File: src/rtl/rap_pkg.sv
package rap_pkg;

    // ************************************************************
    // register map (word index on the plain register port)
    // ************************************************************
    localparam logic [3:0] ADDR_ALCFG = 4'h0;
    localparam logic [3:0] ADDR_AL_MINSEC = 4'h1;
    localparam logic [3:0] ADDR_AL_WDHR = 4'h2;
    localparam logic [3:0] ADDR_AL_MTHDY = 4'h3;
    localparam logic [3:0] ADDR_PWCTL = 4'h4;
    localparam logic [3:0] ADDR_SWT = 4'h5;
    localparam logic [3:0] ADDR_CTRL = 4'h6;
    localparam logic [3:0] ADDR_STATUS = 4'h7;

    // ************************************************************
    // field positions
    // ************************************************************
    localparam int ALCFG_EN_BIT = 15;
    localparam int ALCFG_ENDLESS_REPEAT_BIT_BIT = 14;
    localparam int ALCFG_MASK_HI = 13;
    localparam int ALCFG_MASK_LO = 10;
    localparam int ALCFG_RPT_HI = 7;
    localparam int PWCTL_EN_BIT = 15;
    localparam int PWCTL_POL_BIT = 14;
    localparam int SWT_STAB_HI = 15;
    localparam int SWT_STAB_LO = 8;
    localparam int SWT_SAMP_HI = 7;
    localparam int CTRL_CU_EN_BIT = 0;
    localparam int CTRL_PIN_OE_BIT = 1;
    localparam int CTRL_PIN_SEL_HI = 3;
    localparam int CTRL_PIN_SEL_LO = 2;
    localparam int STAT_BO_SEEN_BIT = 3;

    // ************************************************************
    // values
    // ************************************************************
    localparam logic [15:0] REG_RESET = 16'h0000;
    localparam logic [1:0] PIN_SEL_PWC = 2'h3;
    localparam logic [7:0] CNT_ZERO = 8'h00;
    localparam logic [7:0] CNT_ONE = 8'h01;
    localparam logic [7:0] CNT_ALL = 8'hff;

    typedef enum logic [3:0] {
        MASK_HALF = 4'h0, MASK_SEC = 4'h1, MASK_TENSEC = 4'h2, MASK_MIN = 4'h3,
        MASK_TENMIN = 4'h4, MASK_HOUR = 4'h5, MASK_DAY = 4'h6, MASK_WEEK = 4'h7,
        MASK_MONTH = 4'h8, MASK_YEAR = 4'h9
    } rap_mask_type;

    typedef enum logic [1:0] {
        PWC_IDLE = 2'h0,
        PWC_STAB = 2'h1,
        PWC_SAMP = 2'h3
    } rap_pwc_type;

    typedef struct packed {
        logic wr;
        logic rd;
        logic [3:0] addr;
        logic [15:0] wdata;
    } rap_bus_type;

    // bcd time digits; half is set in the second half of each second
    typedef struct packed {
        logic half;
        logic mon_ten;
        logic [3:0] mon_one;
        logic [1:0] day_ten;
        logic [3:0] day_one;
        logic [2:0] wday;
        logic [1:0] hr_ten;
        logic [3:0] hr_one;
        logic [2:0] min_ten;
        logic [3:0] min_one;
        logic [2:0] sec_ten;
        logic [3:0] sec_one;
    } rap_time_type;

endpackage

File: src/rtl/rap_alarm_pwc.sv
`timescale 1ns/1ps

// Contract
// - alarm matching only while enable bit set
// - mask bits 13:10 choose compared digits
// - mask codes half-second through year
// - yearly alarm on February 29 not annual
// - repeat count decrements after each alarm
// - count zero without endless_repeat_bit: single alarm
// - at zero without endless_repeat_bit: last alarm, enable cleared
// - count FFh gives up to 255 repeats
// - endless_repeat_bit set: count wraps 00h to FFh
// - interrupt request on every alarm
// - pulse output toggles at each alarm
// - autonomous power up, settle, sample, down
// - pin driven only when all enables set
// - polarity bit selects active level
// - enabled brown-out resets unit, clears enable
// - stability window delays sampling, zero none
// - sample window length, all-ones always on
module rap_alarm_pwc (
    input wire logic CORE_CLK,
    input wire logic RST,
    input wire logic CE,
    input wire rap_pkg::rap_bus_type BUS_REQ,
    output logic [15:0] RD_DATA,
    input wire rap_pkg::rap_time_type CUR_TIME,
    input wire logic TICK_HALF,
    input wire logic PWC_TICK,
    input wire logic ROLLOVER_SYNC,
    input wire logic BROWNOUT_EN,
    input wire logic BROWNOUT_PIN,
    output logic CLK_UNIT_EN,
    output logic ALARM_IRQ,
    output logic ALARM_PULSE,
    output logic PWR_SWITCH_O,
    output logic PWR_SWITCH_OE,
    output logic SAMPLE_WINDOW
);
    import rap_pkg::*;

    typedef struct packed {
        logic [15:0] alcfg;
        logic [15:0] al_minsec;
        logic [15:0] al_wdhr;
        logic [15:0] al_mthdy;
        logic [15:0] pwctl;
        logic [15:0] swt;
        logic [15:0] ctrl;
        logic [2:0] bo_sync;
        logic bo_level;
        logic bo_seen;
        rap_pwc_type fsm;
        logic [7:0] cnt;
        logic pwr_on;
        logic irq;
        logic pulse;
        logic pin_o;
        logic pin_oe;
        logic samp_act;
        logic [15:0] rdata;
    } rap_state_type;

    rap_state_type s;
    rap_state_type next_s;
    logic match;
    logic fire;
    logic wr_cfg;

    // ************************************************************
    // alarm compare
    // ************************************************************
    // a Feb 29 yearly alarm matches only when the date really is Feb 29
    function automatic logic alarm_match(input logic [3:0] m, input rap_time_type c,
                                         input rap_time_type a);
        logic s1;
        logic s10;
        logic m1;
        logic m10;
        logic hr;
        logic wd;
        logic dy;
        logic mo;
        logic r;
        s1 = !c.half && (c.sec_one == a.sec_one);
        s10 = s1 && (c.sec_ten == a.sec_ten);
        m1 = s10 && (c.min_one == a.min_one);
        m10 = m1 && (c.min_ten == a.min_ten);
        hr = m10 && (c.hr_one == a.hr_one) && (c.hr_ten == a.hr_ten);
        wd = hr && (c.wday == a.wday);
        dy = hr && (c.day_one == a.day_one) && (c.day_ten == a.day_ten);
        mo = dy && (c.mon_one == a.mon_one) && (c.mon_ten == a.mon_ten);
        case (m)
            MASK_HALF: r = 1'h1;
            MASK_SEC: r = !c.half;
            MASK_TENSEC: r = s1;
            MASK_MIN: r = s10;
            MASK_TENMIN: r = m1;
            MASK_HOUR: r = m10;
            MASK_DAY: r = hr;
            MASK_WEEK: r = wd;
            MASK_MONTH: r = dy;
            MASK_YEAR: r = mo;
            default: r = 1'h0;
        endcase
        return r;
    endfunction

    function automatic rap_time_type alarm_value(input logic [15:0] ms, input logic [15:0] wh,
                                                 input logic [15:0] md);
        rap_time_type t;
        t = '0;
        t.min_ten = ms[14:12];
        t.min_one = ms[11:8];
        t.sec_ten = ms[6:4];
        t.sec_one = ms[3:0];
        t.wday = wh[10:8];
        t.hr_ten = wh[5:4];
        t.hr_one = wh[3:0];
        t.mon_ten = md[12];
        t.mon_one = md[11:8];
        t.day_ten = md[5:4];
        t.day_one = md[3:0];
        return t;
    endfunction

    assign match = alarm_match(s.alcfg[ALCFG_MASK_HI:ALCFG_MASK_LO], CUR_TIME,
                               alarm_value(s.al_minsec, s.al_wdhr, s.al_mthdy));
    assign fire = TICK_HALF && s.alcfg[ALCFG_EN_BIT] && s.ctrl[CTRL_CU_EN_BIT]
                  && match;
    assign wr_cfg = BUS_REQ.wr && (BUS_REQ.addr == ADDR_ALCFG);

    // ************************************************************
    // next state
    // ************************************************************
    always_comb begin
        next_s = s;
        next_s.irq = 1'h0;
        next_s.rdata = REG_RESET;
        next_s.bo_sync = {s.bo_sync[1:0], BROWNOUT_PIN};
        if (s.bo_sync[2] == s.bo_sync[1]) begin
            next_s.bo_level = s.bo_sync[2];
        end

        // alarm issue; a same-cycle software write to the config wins below
        if (fire) begin
            next_s.irq = 1'h1;
            next_s.pulse = !s.pulse;
            if (s.alcfg[ALCFG_RPT_HI:0] != CNT_ZERO) begin
                next_s.alcfg[ALCFG_RPT_HI:0] = s.alcfg[ALCFG_RPT_HI:0] - CNT_ONE;
            end else if (s.alcfg[ALCFG_ENDLESS_REPEAT_BIT_BIT]) begin
                next_s.alcfg[ALCFG_RPT_HI:0] = CNT_ALL;
            end else begin
                next_s.alcfg[ALCFG_EN_BIT] = 1'h0;
            end
        end

        // power control sequence, started by an alarm and stepped by the power-control tick
        case (s.fsm)
            PWC_IDLE: begin
                if (fire && s.pwctl[PWCTL_EN_BIT]) begin
                    if (s.swt[SWT_STAB_HI:SWT_STAB_LO] != CNT_ZERO) begin
                        next_s.fsm = PWC_STAB;
                        next_s.cnt = s.swt[SWT_STAB_HI:SWT_STAB_LO];
                        next_s.pwr_on = 1'h1;
                    end else if (s.swt[SWT_SAMP_HI:0] != CNT_ZERO) begin
                        next_s.fsm = PWC_SAMP;
                        next_s.cnt = s.swt[SWT_SAMP_HI:0];
                        next_s.pwr_on = 1'h1;
                    end
                end
            end
            PWC_STAB: begin
                if (PWC_TICK) begin
                    if (s.cnt == CNT_ONE) begin
                        if (s.swt[SWT_SAMP_HI:0] != CNT_ZERO) begin
                            next_s.fsm = PWC_SAMP;
                            next_s.cnt = s.swt[SWT_SAMP_HI:0];
                        end else begin
                            next_s.fsm = PWC_IDLE;
                            next_s.pwr_on = 1'h0;
                        end
                    end else begin
                        next_s.cnt = s.cnt - CNT_ONE;
                    end
                end
            end
            PWC_SAMP: begin
                // an all-ones sample count never runs out
                if (PWC_TICK && (s.swt[SWT_SAMP_HI:0] != CNT_ALL)) begin
                    if (s.cnt == CNT_ONE) begin
                        next_s.fsm = PWC_IDLE;
                        next_s.pwr_on = 1'h0;
                    end else begin
                        next_s.cnt = s.cnt - CNT_ONE;
                    end
                end
            end
            default: begin
                next_s.fsm = PWC_IDLE;
                next_s.pwr_on = 1'h0;
            end
        endcase
        if (!s.pwctl[PWCTL_EN_BIT] || !s.ctrl[CTRL_CU_EN_BIT]) begin
            next_s.fsm = PWC_IDLE;
            next_s.pwr_on = 1'h0;
        end

        // ************************************************************
        // register port
        // ************************************************************
        if (BUS_REQ.wr) begin
            if (BUS_REQ.addr == ADDR_ALCFG) begin
                next_s.alcfg = BUS_REQ.wdata;
            end else if (BUS_REQ.addr == ADDR_AL_MINSEC) begin
                next_s.al_minsec = BUS_REQ.wdata & 16'h7f7f;
            end else if (BUS_REQ.addr == ADDR_AL_WDHR) begin
                next_s.al_wdhr = BUS_REQ.wdata & 16'h073f;
            end else if (BUS_REQ.addr == ADDR_AL_MTHDY) begin
                next_s.al_mthdy = BUS_REQ.wdata & 16'h1f3f;
            end else if (BUS_REQ.addr == ADDR_PWCTL) begin
                next_s.pwctl = BUS_REQ.wdata & 16'hc000;
            end else if (BUS_REQ.addr == ADDR_SWT) begin
                next_s.swt = BUS_REQ.wdata;
            end else if (BUS_REQ.addr == ADDR_CTRL) begin
                next_s.ctrl = BUS_REQ.wdata & 16'h000f;
            end else if (BUS_REQ.addr == ADDR_STATUS) begin
                if (BUS_REQ.wdata[STAT_BO_SEEN_BIT]) begin
                    next_s.bo_seen = 1'h0;
                end
            end
        end
        if (BUS_REQ.rd) begin
            if (BUS_REQ.addr == ADDR_ALCFG) begin
                next_s.rdata = s.alcfg;
            end else if (BUS_REQ.addr == ADDR_AL_MINSEC) begin
                next_s.rdata = s.al_minsec;
            end else if (BUS_REQ.addr == ADDR_AL_WDHR) begin
                next_s.rdata = s.al_wdhr;
            end else if (BUS_REQ.addr == ADDR_AL_MTHDY) begin
                next_s.rdata = s.al_mthdy;
            end else if (BUS_REQ.addr == ADDR_PWCTL) begin
                next_s.rdata = s.pwctl;
            end else if (BUS_REQ.addr == ADDR_SWT) begin
                next_s.rdata = s.swt;
            end else if (BUS_REQ.addr == ADDR_CTRL) begin
                next_s.rdata = s.ctrl;
            end else if (BUS_REQ.addr == ADDR_STATUS) begin
                next_s.rdata = {10'h000, s.fsm, s.bo_seen, s.samp_act, s.pwr_on,
                                ROLLOVER_SYNC};
            end
        end

        // brown-out last so it beats any write; sticky flag set wins over clear
        if (BROWNOUT_EN && s.bo_level) begin
            next_s.ctrl[CTRL_CU_EN_BIT] = 1'h0;
            next_s.alcfg[ALCFG_EN_BIT] = 1'h0;
            next_s.fsm = PWC_IDLE;
            next_s.pwr_on = 1'h0;
            next_s.bo_seen = 1'h1;
        end

        // pin drive from the settled next values, so outputs stay registered
        next_s.pin_oe = next_s.ctrl[CTRL_CU_EN_BIT] && next_s.pwctl[PWCTL_EN_BIT]
                        && next_s.ctrl[CTRL_PIN_OE_BIT]
                        && (next_s.ctrl[CTRL_PIN_SEL_HI:CTRL_PIN_SEL_LO] == PIN_SEL_PWC);
        next_s.pin_o = next_s.pin_oe && (next_s.pwctl[PWCTL_POL_BIT] ? next_s.pwr_on
                                                                      : !next_s.pwr_on);
        next_s.samp_act = (next_s.fsm == PWC_SAMP)
                          || (next_s.swt[SWT_SAMP_HI:0] == CNT_ALL);
    end

    always_ff @(posedge CORE_CLK or posedge RST) begin
        if (RST) begin
            s <= '0;
        end else if (CE) begin
            s <= next_s;
        end
    end

    assign RD_DATA = s.rdata;
    assign CLK_UNIT_EN = s.ctrl[CTRL_CU_EN_BIT];
    assign ALARM_IRQ = s.irq;
    assign ALARM_PULSE = s.pulse;
    assign PWR_SWITCH_O = s.pin_o;
    assign PWR_SWITCH_OE = s.pin_oe;
    assign SAMPLE_WINDOW = s.samp_act;
endmodule

File: config.mk
export PLATFORM = sky130hd
export DESIGN_NAME = rap_alarm_pwc
export DESIGN_NICKNAME = d
export VERILOG_FILES = /design/src/rtl/rap_pkg.sv /design/src/rtl/rap_alarm_pwc.sv
export SDC_FILE = /design/constraint.sdc
export NUM_CORES = 1
export LEC_CHECK = 0
export BUFFER_PORTS_ARGS = -buffer_cell sky130_fd_sc_hd__buf_2
export CORE_ASPECT_RATIO = 0.7
export CORE_UTILIZATION = 58
export CTS_BUF_LIST = sky130_fd_sc_hd__clkbuf_16
export CTS_CLUSTER_SIZE = 16
export DETAILED_ROUTE_END_ITERATION = 8
export PLACE_DENSITY = 0.88
export SYNTH_ARGS = -nofsm -noshare
export SYNTH_HDL_FRONTEND = slang
export SYNTH_SLANG_ARGS = --single-unit
File: constraint.sdc
create_clock -name CORE_CLK -period 4.1 [get_ports CORE_CLK]
set_input_delay 0.82 -clock CORE_CLK [delete_from_list [all_inputs] [get_ports CORE_CLK]]
set_output_delay 0.82 -clock CORE_CLK [all_outputs]
set_load 0.01 [all_outputs]
==> results.yml, run 1 <==
detailed_routing:
  vias: 5529
  via_per_inst: 6.75
  drtIter0Drc: 680
  first_pass_iters: 7
  wl_per_cell_um: 21.6
  route.antenna.remaining_nets: 0
  drc: 0
  wl_um: 17700
timing:
  setup_viol: 0
  hold_viol: 0
  fin_crit_sh: 0.673
  period_needed_ns: 2.76
  relSlewSlack: 0.337
  worst_pin_slew_ns: 0.987
  tns_ns: 0
  rsz0062_at_grt: "no"
  slew_violations: 0
  fmax_mhz: 362
  finClkSkew_ns: 0.00826
clock_tree:
  cts_tree: "built"
  holdBufCountCts: 0
  cts-buffers-inserted: 9
  htreeDepth: 3
  postCtsSetupBuffers: 0
  cts_num_sinks: 109
  worstSkewPairLatency_ns: 0.35
  ctsRootBufferMaster: "clkbuf_16"
  clkTransAtPathRegs_ns: 0.07
  cts_resized: 0
  clk_path_buf_depth: 2
final_layout:
  drive_gt1_frac: 0.281
  fin_nets: 750
  fin_cells: 819
  largest_reg_flops: 85
  diodes: 0
  syn_to_final_growth_pct: 11.6
  regMostFlops: "s"
hold_path:
  hold_path_class: "reg2reg"
floorplanning:
  num_rows: 31
  die_w_um: 126
  io_pins: 87
  fp.coreArea_mm2: 0.0104
  die_h_um: 88.6
  initial_utilization: 0.598
  die-area_mm2: 0.0111
global_routing:
  antenna_found_initial: 0
  overflow: 0
  grt_pass1_vias: 5019
  gr-usage-all-layers: 0.327
  grt_pass1_wl_um: 27500
  grt_max_degree: 67
critical_path:
  cp_num_buf_inv: 1
  crit_chain: "buf_2 > nor2b_1 > and4b_1 > mux2_2 > nor4_1 > nand2_1 > or3_1 > nand3_1"
  path_class: "in2reg"
  cp_slowest_cell: "nor2b_1"
  startpoint_type: "input port"
  path_delay_family: "simple AND/OR/NAND/NOR gates"
  critical-path-max-stage-delay_ns: 0.38
  worstPathRequired_ns: 4.39
  worstPathMaxFanout: 26
  r2r_setup_slack_ns: 1.49
  arrival_ns: 3.05
  critPathCaptureType: "flip-flop"
pwr:
  p_switching_w: 0.000876
  power_leakage_nw: 3.10
  power.internal_w: 0.00196
  combPwrFrac: 0.195
  clkPwrFrac: 0.301
  p_per_area_mw_per_mm2: 409
  seqPwrFrac: 0.504
  p_sw_frac: 0.309
  ir_drop_v: 0.000231
synth:
  synth_flop_cell: "dfrtp_1"
  synth_mux_area_frac: 0.124
  synth_cells: 622
  ys_seq_area_frac: 0.439
  synth_fa_ha_area_frac: 0.00604
  yosys_warnings: 0
  synthesis.nets: 690
  avgSynthCellArea_um2: 10.0
  synth_compound_area_frac: 0.189
  synthSimpleGateAreaFrac: 0.136
  synth-seq-cells: 109
  synth_edf_count: 0
  synth.cell_area_mm2: 0.00622
  synth-xor-area-share: 0.0493
  synth_top_family_by_area: "compound AO/OA/AOI/OAI gates"
  synth.distinct_cells: 67
  async_reset_ff_frac: 1.00
job:
  cap_violations: 0
status:
  outcome: "finished, final reports clean"
placement:
  routabilityCongestion: 0.930
  dp_hpwl_um: 12500
  placedCellCount: 803
  port_buffers: 86
per-layer routing:
layer | vias to the layer above | part of all wire | track usage
li1 | 2416 | - | -
met1 | 2707 | 0.42 | 0.476
met2 | 357 | 0.44 | 0.493
met3 | 49 | 0.12 | 0.0713
met4 | 0 | 0.025 | 0.102
met5 | - | 0 | 0
worst reg2reg max path, stage by stage, from the launching register on:
cell       delay (ns)
dfrtp_1          0.42
xnor2_1          0.20
nand3_1          0.20
a2111oi_0        0.51
a31oi_1          0.10
o21ai_1          0.19
buf_4            0.28
and2_1           0.33
a221oi_1         0.13
o2bb2ai_1        0.16
final cells by class:
| cell class | instances | area, um^2 |
|---|---|---|
| sequential | 109 | 2730 |
| clock inverter | 7 | 60.1 |
| multi-input combinational | 440 | 3150 |
| clock buffer | 9 | 225 |
| inverter | 25 | 96.3 |
| tap | 132 | 165 |
| fill | 824 | 3460 |
| timing repair buffer | 97 | 513 |
layout by cell type, fill, tap and decap left out, types with 9 or more instances in the layout:
master and count:
a21oi_1 26, a221oi_1 10, buf_2 86, buf_4 11
clkbuf_16 9, dfrtp_1 109, inv_1 26, mux2_2 65
nand2_1 47, nand2b_1 9, nand3_1 12, nand4_1 11
nor2_1 30, nor3_1 14, o21ai_0 40, o21ai_1 10
o2bb2ai_1 15, xnor2_1 22, xor2_1 13
metrics by stage:
stage / hold WS (ns) / setup WS, ns / total power, W / cell area [um^2] / utilization
2_1_floorplan: 0.446 / 0.406 / 0.00177 / 6220 / -
3_3_place_gp: 0.457 / 1.13 / 0.00194 / 6650 / 0.640
3_5_place_dp: 0.468 / 1.04 / 0.00198 / 6650 / 0.640
4_1_cts: 0.490 / 1.40 / 0.00282 / 6940 / 0.668
5_1_grt: 0.509 / 1.22 / 0.00295 / 6940 / 0.668
6_report: 0.482 / 1.34 / 0.00284 / 6940 / 0.668
cells by family after synthesis:
logic type	Yosys count
mux	69
fa+ha+maj	3
flops	109
xor+xnor	35
compound gates	169
buf+inv	73
simple gates	164
cells in the mapped netlist, types with 4 or more instances:
master,number,area share
o311ai_0,4,0.0056
o2bb2ai_1,15,0.021
nor2_1,30,0.018
nand3_1,12,0.0097
nand2_1,47,0.028
nor3_1,14,0.011
o21ai_1,10,0.0080
buf_4,19,0.023
clkbuf_1,21,0.013
a21oi_1,26,0.021
a21o_1,7,0.0085
and3_1,5,0.0050
o22ai_1,7,0.0070
mux2_2,65,0.12
a311oi_1,4,0.0056
or4_1,5,0.0060
nor2b_1,8,0.0080
buf_2,5,0.0040
inv_1,24,0.014
xor2_1,13,0.018
a222oi_1,8,0.013
a22oi_1,5,0.0060
xnor2_1,22,0.031
a221oi_1,10,0.014
nor4_1,4,0.0040
nand4_1,11,0.011
o21ai_0,40,0.032
mux2i_1,4,0.0064
nand2b_1,9,0.0091
dfrtp_1,109,0.44
path summary, 6_finish.rpt:
| check | cells past startpoint | from | to |
|---|---|---|---|
| min in group asynchronous | 2 | RST | RD_DATA[3]$_DFFE_PP0P_ |
| hold reg to reg | 2 | next_s[35]$_DFFE_PP0P_ | next_s[36]$_DFFE_PP0P_ |
| max in group asynchronous | 3 | RST | s[67]$_DFFE_PP0P_ |
| setup / recovery | 8 | BUS_REQ[16] | PWR_SWITCH_O$_DFFE_PP0P_ |
| hold / removal | 2 | next_s[35]$_DFFE_PP0P_ | next_s[36]$_DFFE_PP0P_ |
| setup reg to reg | 9 | s[130]$_DFFE_PP0P_ | s[28]$_DFFE_PP0P_ |
power groups by stage:
stage | sequential (W) | clock, W | combinational (W)
after detailed placement | 0.00144 | 0 | 0.000540
final | 0.00143 | 0.000855 | 0.000552
after floorplan | 0.00136 | 0 | 0.000407
after global placement | 0.00143 | 0 | 0.000515
after global routing | 0.00144 | 0.000907 | 0.000603
after CTS | 0.00142 | 0.000859 | 0.000546
(Power assumes the default switching activity.)
==> run 2: changes to the inputs <==
Settings changed: ABC_AREA set to 1, CORE_UTILIZATION 58 to 53, PLACE_DENSITY 0.88 to 0.84.
Clock period 4.1 ns to 2.5 ns, I/O delays scaled along.
==> run 2 against run 1 <==
Clock skew hardly changed. Die area is 12% higher. Wire length is 6.5% higher. First-iteration DRC count is 22% higher. Sequential share of layout area is 1.6 points lower. Utilization is 4.9 points lower. Clock power is 60% higher. Critical endpoint is now s[137]$_DFFE_PP0P_. Highest routed layer unchanged.
==> results.yml, run 2 <==
timing:
  tns_ns: 0
  period_needed_ns: 2.31
  rsz0062_at_grt: "no"
  fin_crit_sh: 0.926
  fmax_mhz: 432
  setup_viol: 0
  hold_viol: 0
  finClkSkew_ns: 0.00826
  slew_violations: 0
  worst_pin_slew_ns: 0.664
  relSlewSlack: 0.556
clock_tree:
  clkTransAtPathRegs_ns: 0.08
  cts_tree: "built"
  ctsRootBufferMaster: "clkbuf_16"
  holdBufCountCts: 0
  htreeDepth: 3
  clk_path_buf_depth: 2
  worstSkewPairLatency_ns: 0.36
  cts_num_sinks: 109
  cts-buffers-inserted: 9
detailed_routing:
  route.antenna.remaining_nets: 0
  first_pass_iters: 6
  drtIter0Drc: 830
  wl_per_cell_um: 17.1
  drc: 0
  via_per_inst: 5.78
  vias: 6369
  wl_um: 18800
synth:
  synth_area_leaders: "dfrtp_1 (43%), nand2_1 (13%), o21ai_0 (9.6%), inv_1 (6.7%), nor2_1 (4.4%)"
  yosys_warnings: 0
  netlist.area_leader.share: 0.429
  yosys-top-cells-count: "nand2_1 (220), o21ai_0 (122), inv_1 (114), dfrtp_1 (109), nor2_1 (75)"
  synth-seq-cells: 109
  synthesis.nets: 931
  synth.cell_area_mm2: 0.00636
  synth.distinct_cells: 40
  synth.most_common_cell: "nand2_1"
  synth_cells: 863
  async_reset_ff_frac: 1.00
  avgSynthCellArea_um2: 7.37
  synth_flop_cell: "dfrtp_1"
  yosysTopAreaCell: "dfrtp_1"
  ys_seq_area_frac: 0.429
  synth_edf_count: 0
pwr:
  ir_drop_v: 0.000354
  finalPower_w: 0.00488
  power_leakage_nw: 3.58
  p_per_area_mw_per_mm2: 675
final_layout:
  fillers: 1055
  multi_input_area_mm2: 0.00296
  mostFrequentLayoutCell: "nand2_1"
  syn_to_final_growth_pct: 13.8
  regMostFlops: "s"
  largest_reg_flops: 85
  layout_common_cells: "nand2_1 (220), o21ai_0 (122), inv_1 (113), dfrtp_1 (109), buf_2 (86)"
  postLayoutCellArea_mm2: 0.00723
  diodes: 0
  drive_gt1_frac: 0.151
  seq_area_mm2: 0.00273
  fin_cells: 1102
  fin_nets: 1008
critical_path:
  path_class: "reg2reg"
  r2r_start: "s[145]$_DFFE_PP0P_"
  r2r_setup_slack_ns: 0.19
  worstPathMaxFanout: 9
  startpoint_type: "flip-flop"
  arrival_ns: 2.55
  rr_worst_depth: 16
  reg2reg_to: "s[137]$_DFFE_PP0P_"
  critPathCaptureType: "flip-flop"
  worstPathRequired_ns: 2.73
placement:
  dp_hpwl_um: 14200
  routabilityCongestion: 0.962
  port_buffers: 86
  placed_area_mm2: 0.00694
  placedCellCount: 1085
global_routing:
  grt_pass1_wl_um: 30200
  gr-usage-all-layers: 0.316
  antenna_found_initial: 0
  grt_max_degree: 46
  grt_pass1_vias: 5769
  overflow: 0
floorplanning:
  io_pins: 87
  num_rows: 33
  die_h_um: 93.6
  die_w_um: 133
  fp.coreArea_mm2: 0.0117
  initial_utilization: 0.544
  die-area_mm2: 0.0124
hold_path:
  hold_path_class: "in2async"
status:
  outcome: "finished, final reports clean"
job:
  cap_violations: 0
run 2: changes by cell type in the layout (fill, tap and decap cells not counted), moves of 12 or more:
cell and change:
nand2_1 +173, inv_1 +87, o21ai_0 +82, mux2_2 -65, nor2_1 +43, o2bb2ai_1 -15, xnor2_1 -12
run 2: final cells by class:
class / count / area share
Inverter: 125 / 0.0654
Clock buffer: 9 / 0.0311
Clock inverter: 7 / 0.00657
Tap cell: 157 / 0.0272
Timing Repair Buffer: 104 / 0.0834
Sequential cell: 109 / 0.377
Multi-Input combinational cell: 591 / 0.409
run 2: cell families (layout without fill, tap and decap cells):
kind of cell,count (synthesis),count (layout),share of synthesized area
buffers and inverters,163,245,0.107
adder cells (fa/ha/maj),3,3,0.00591
AND/OR/NAND/NOR,348,348,0.223
AO/OA/AOI/OAI,218,218,0.204
flip-flops,109,109,0.429
XOR/XNOR,22,22,0.0303
run 2: metal layers:
metal / part of all wire / wire [um] / GRT usage
met1: 0.45 / 8390 / 0.468
met2: 0.42 / 7820 / 0.460
met3: 0.12 / 2280 / 0.0743
met4: 0.016 / 308 / 0.0824
met5: 0 / 0 / 0
run 2: critical path, stage by stage (launching register included):
cell and delay [ns]:
dfrtp_1 0.41, inv_1 0.12, nand2_1 0.11, a21oi_1 0.13, nand3_1 0.07, nor2_1 0.20
nand3_1 0.11, nand2_1 0.08, nand2_1 0.04, nand2_1 0.06, nand2_1 0.06, nand2_2 0.12
nand2_4 0.13, o21ai_0 0.26, nand3_1 0.11, o211ai_1 0.09, o21ai_0 0.10
run 2: what timing repair did:
item                                    in CTS  in global routing
gates resized for setup                      0                  4
buffers inserted                             0                  1
endpoints found under the setup margin       0                  8
run 2: worst max-delay path by stage:
stage                             startpoint            endpoint  slack, ns  cells past startpoint
final                     s[145]$_DFFE_PP0P_  s[137]$_DFFE_PP0P_       0.19                     16
after global routing      s[133]$_DFFE_PP0P_  s[134]$_DFFE_PP0P_      0.004                     14
after CTS                 s[133]$_DFFE_PP0P_  s[137]$_DFFE_PP0P_       0.18                     15
after detailed placement        CUR_TIME[15]  s[137]$_DFFE_PP0P_       0.05                     20
after global placement          CUR_TIME[17]  s[133]$_DFFE_PP0P_       0.18                     21
after floorplan                 CUR_TIME[15]  s[133]$_DFFE_PP0P_       0.56                     21
run 2: stage by stage:
stage	hold slack (ns)	setup WS, ns	utilization
after floorplan	0.442	0.563	-
after global placement	0.454	0.177	0.594
after detailed placement	0.460	0.0497	0.594
after CTS	0.254	0.176	0.617
after global routing	0.279	0.00429	0.619
final	0.234	0.186	0.619
run 2: report_power, final:
part | internal [W] | total, W | switching (W) | leakage (nW)
Combinational | 0.000438 | 0.00116 | 0.000720 | 2.03
Sequential | 0.00204 | 0.00235 | 0.000312 | 1.42
Clock | 0.000679 | 0.00137 | 0.000692 | 0.132
==> run 3: changes to the inputs <==
Settings changed: CORE_UTILIZATION 53 to 60, MAX_ROUTING_LAYER set to met4, PLACE_DENSITY 0.84 to 0.9.
Clock period 2.5 ns to 2.85 ns, I/O delays scaled along.
==> run 3 against run 2 <==
The flow now finishes with violations (design-rule violations). Via count rose by 1.7%. Wire length is 2.6% higher. Utilization grew 7.4 points. Largest power group unchanged.
==> results.yml, run 3 (same netlist as run 2, synthesis figures left out) <==
detailed_routing:
  via_per_inst: 6.03
  drtIter0Drc: 775
  wl_per_cell_um: 18.0
  drc: 4
  wl_um: 19300
  vias: 6476
  first_pass_iters: 9
  route.antenna.remaining_nets: 0
final_layout:
  postLayoutCellArea_mm2: 0.00715
  largest_reg_flops: 85
  fin_cells: 1074
  layout_common_cells: "nand2_1 (220), o21ai_0 (122), inv_1 (113), dfrtp_1 (109), buf_2 (86)"
  diodes: 0
  regMostFlops: "s"
  mostFrequentLayoutCell: "nand2_1"
  syn_to_final_growth_pct: 12.4
  fin_nets: 1005
  drive_gt1_frac: 0.145
timing:
  relSlewSlack: 0.283
  worst_pin_slew_ns: 1.05
  slew_violations: 0
  fin_crit_sh: 0.840
  holdWs_ns: 0.397
  period_needed_ns: 2.39
  hold_viol: 0
  fmax_mhz: 418
  setup_viol: 0
  finClkSkew_ns: 0.00982
  tns_ns: 0
  rsz0062_at_grt: "no"
  fin_ws_ns: 0.457
pwr:
  power.internal_w: 0.00284
  combPwrFrac: 0.231
  p_switching_w: 0.00149
  clkPwrFrac: 0.291
  p_per_area_mw_per_mm2: 606
  power_leakage_nw: 3.55
  ir_drop_v: 0.000442
  seqPwrFrac: 0.478
  p_sw_frac: 0.345
clock_tree:
  holdBufCountCts: 0
  worstSkewPairLatency_ns: 0.36
  postCtsSetupBuffers: 0
  cts_resized: 0
  htreeDepth: 3
  cts-buffers-inserted: 9
  cts_num_sinks: 109
  clk_path_buf_depth: 2
  ctsRootBufferMaster: "clkbuf_16"
  clkTransAtPathRegs_ns: 0.07
  cts_tree: "built"
global_routing:
  gr-usage-all-layers: 0.382
  overflow: 0
  antenna_found_initial: 0
  grt_pass1_vias: 5990
  grt_max_degree: 65
  grt_pass1_wl_um: 30900
critical_path:
  worstPathRequired_ns: 3.09
  critical-path-max-stage-delay_ns: 0.41
  startpoint_type: "flip-flop"
  worstSetupStartpoint: "s[145]$_DFFE_PP0P_"
  cp_slowest_cell: "dfrtp_1"
  arrival_ns: 2.63
  critPathCaptureType: "flip-flop"
  worstPathMaxFanout: 9
  crit_chain: "inv_1 > nand2_1 > a21oi_1 > nand3_1 > nor2_1 > nand3_1 > nand2_1 > nand2_1 > nand2_1 > nand2_1 > nand2_2 > nand2_2 > inv_2 > nand2_1 > nand2_1 > nand3_1 > o211ai_1 > o21ai_1"
  path_class: "reg2reg"
  cpMostUsedCell: "nand2_1"
  r2r_start: "s[145]$_DFFE_PP0P_"
status:
  failed_checks: "design-rule violations"
  outcome: "finished, violations left"
floorplanning:
  initial_utilization: 0.616
  num_rows: 31
  die_w_um: 125
  io_pins: 87
  fp.coreArea_mm2: 0.0103
  die_h_um: 88.1
  die-area_mm2: 0.0110
job:
  cap_violations: 0
hold_path:
  hold_path_class: "in2async"
placement:
  post-place-ws_ns: 0.350
  placedCellCount: 1058
  routabilityCongestion: 0.990
  port_buffers: 86
  dp_hpwl_um: 14300
  placed_area_mm2: 0.00685
## run 3: power by group through the flow
stage / Clock (W) / Combinational [W] / Sequential, W
5_1_grt: 0.00132 / 0.00114 / 0.00210
6_report: 0.00126 / 0.00100 / 0.00207
2_1_floorplan: 0 / 0.000707 / 0.00199
3_5_place_dp: 0 / 0.000972 / 0.00208
4_1_cts: 0.00125 / 0.000983 / 0.00206
3_3_place_gp: 0 / 0.000939 / 0.00207
## run 3: area by class of cell
class	instances	area [um^2]
fill	865	3170
inverter	125	473
multi-input combinational	591	2950
timing repair buffer	101	543
tap	132	165
sequential	109	2730
clock inverter	7	66.3
clock buffer	9	225
## run 3: worst paths after layout
path | slack [ns] | end | depth (start not counted)
setup reg to reg | 0.46 | s[133]$_DFFE_PP0P_ | 18
hold / removal | 0.40 | s[85]$_DFFE_PP0P_ | 3
hold reg to reg | 0.48 | ALARM_PULSE$_DFFE_PP0P_ | 1
max in group asynchronous | 1.82 | s[134]$_DFFE_PP0P_ | 3
min in group CORE_CLK | 0.41 | next_s[35]$_DFFE_PP0P_ | 3
setup / recovery | 0.46 | s[133]$_DFFE_PP0P_ | 18
## run 3: worst max-delay path, delay by kind of cell, from the launching register on
family | cells | cell delay, ns
AOI/OAI and AO/OA | 3 | 0.33
and+or+nand+nor | 13 | 1.25
buffers and inverters | 2 | 0.29
DFF | 1 | 0.41
## run 3: routing by layer
metal  share of wire  up-vias  wire [um]  track usage
li1                -     2978          -            -
met1            0.40     2961       7760        0.495
met2            0.43      463       8230        0.554
met3            0.14       74       2730        0.135
met4           0.029        0        569        0.136
met5               0        -          0            -
## run 3: metrics by stage
stage | util | power [W]
5_1_grt | 0.693 | 0.00456
4_1_cts | 0.693 | 0.00429
3_5_place_dp | 0.664 | 0.00305
6_report | 0.693 | 0.00433
3_3_place_gp | 0.664 | 0.00301
2_1_floorplan | - | 0.00270
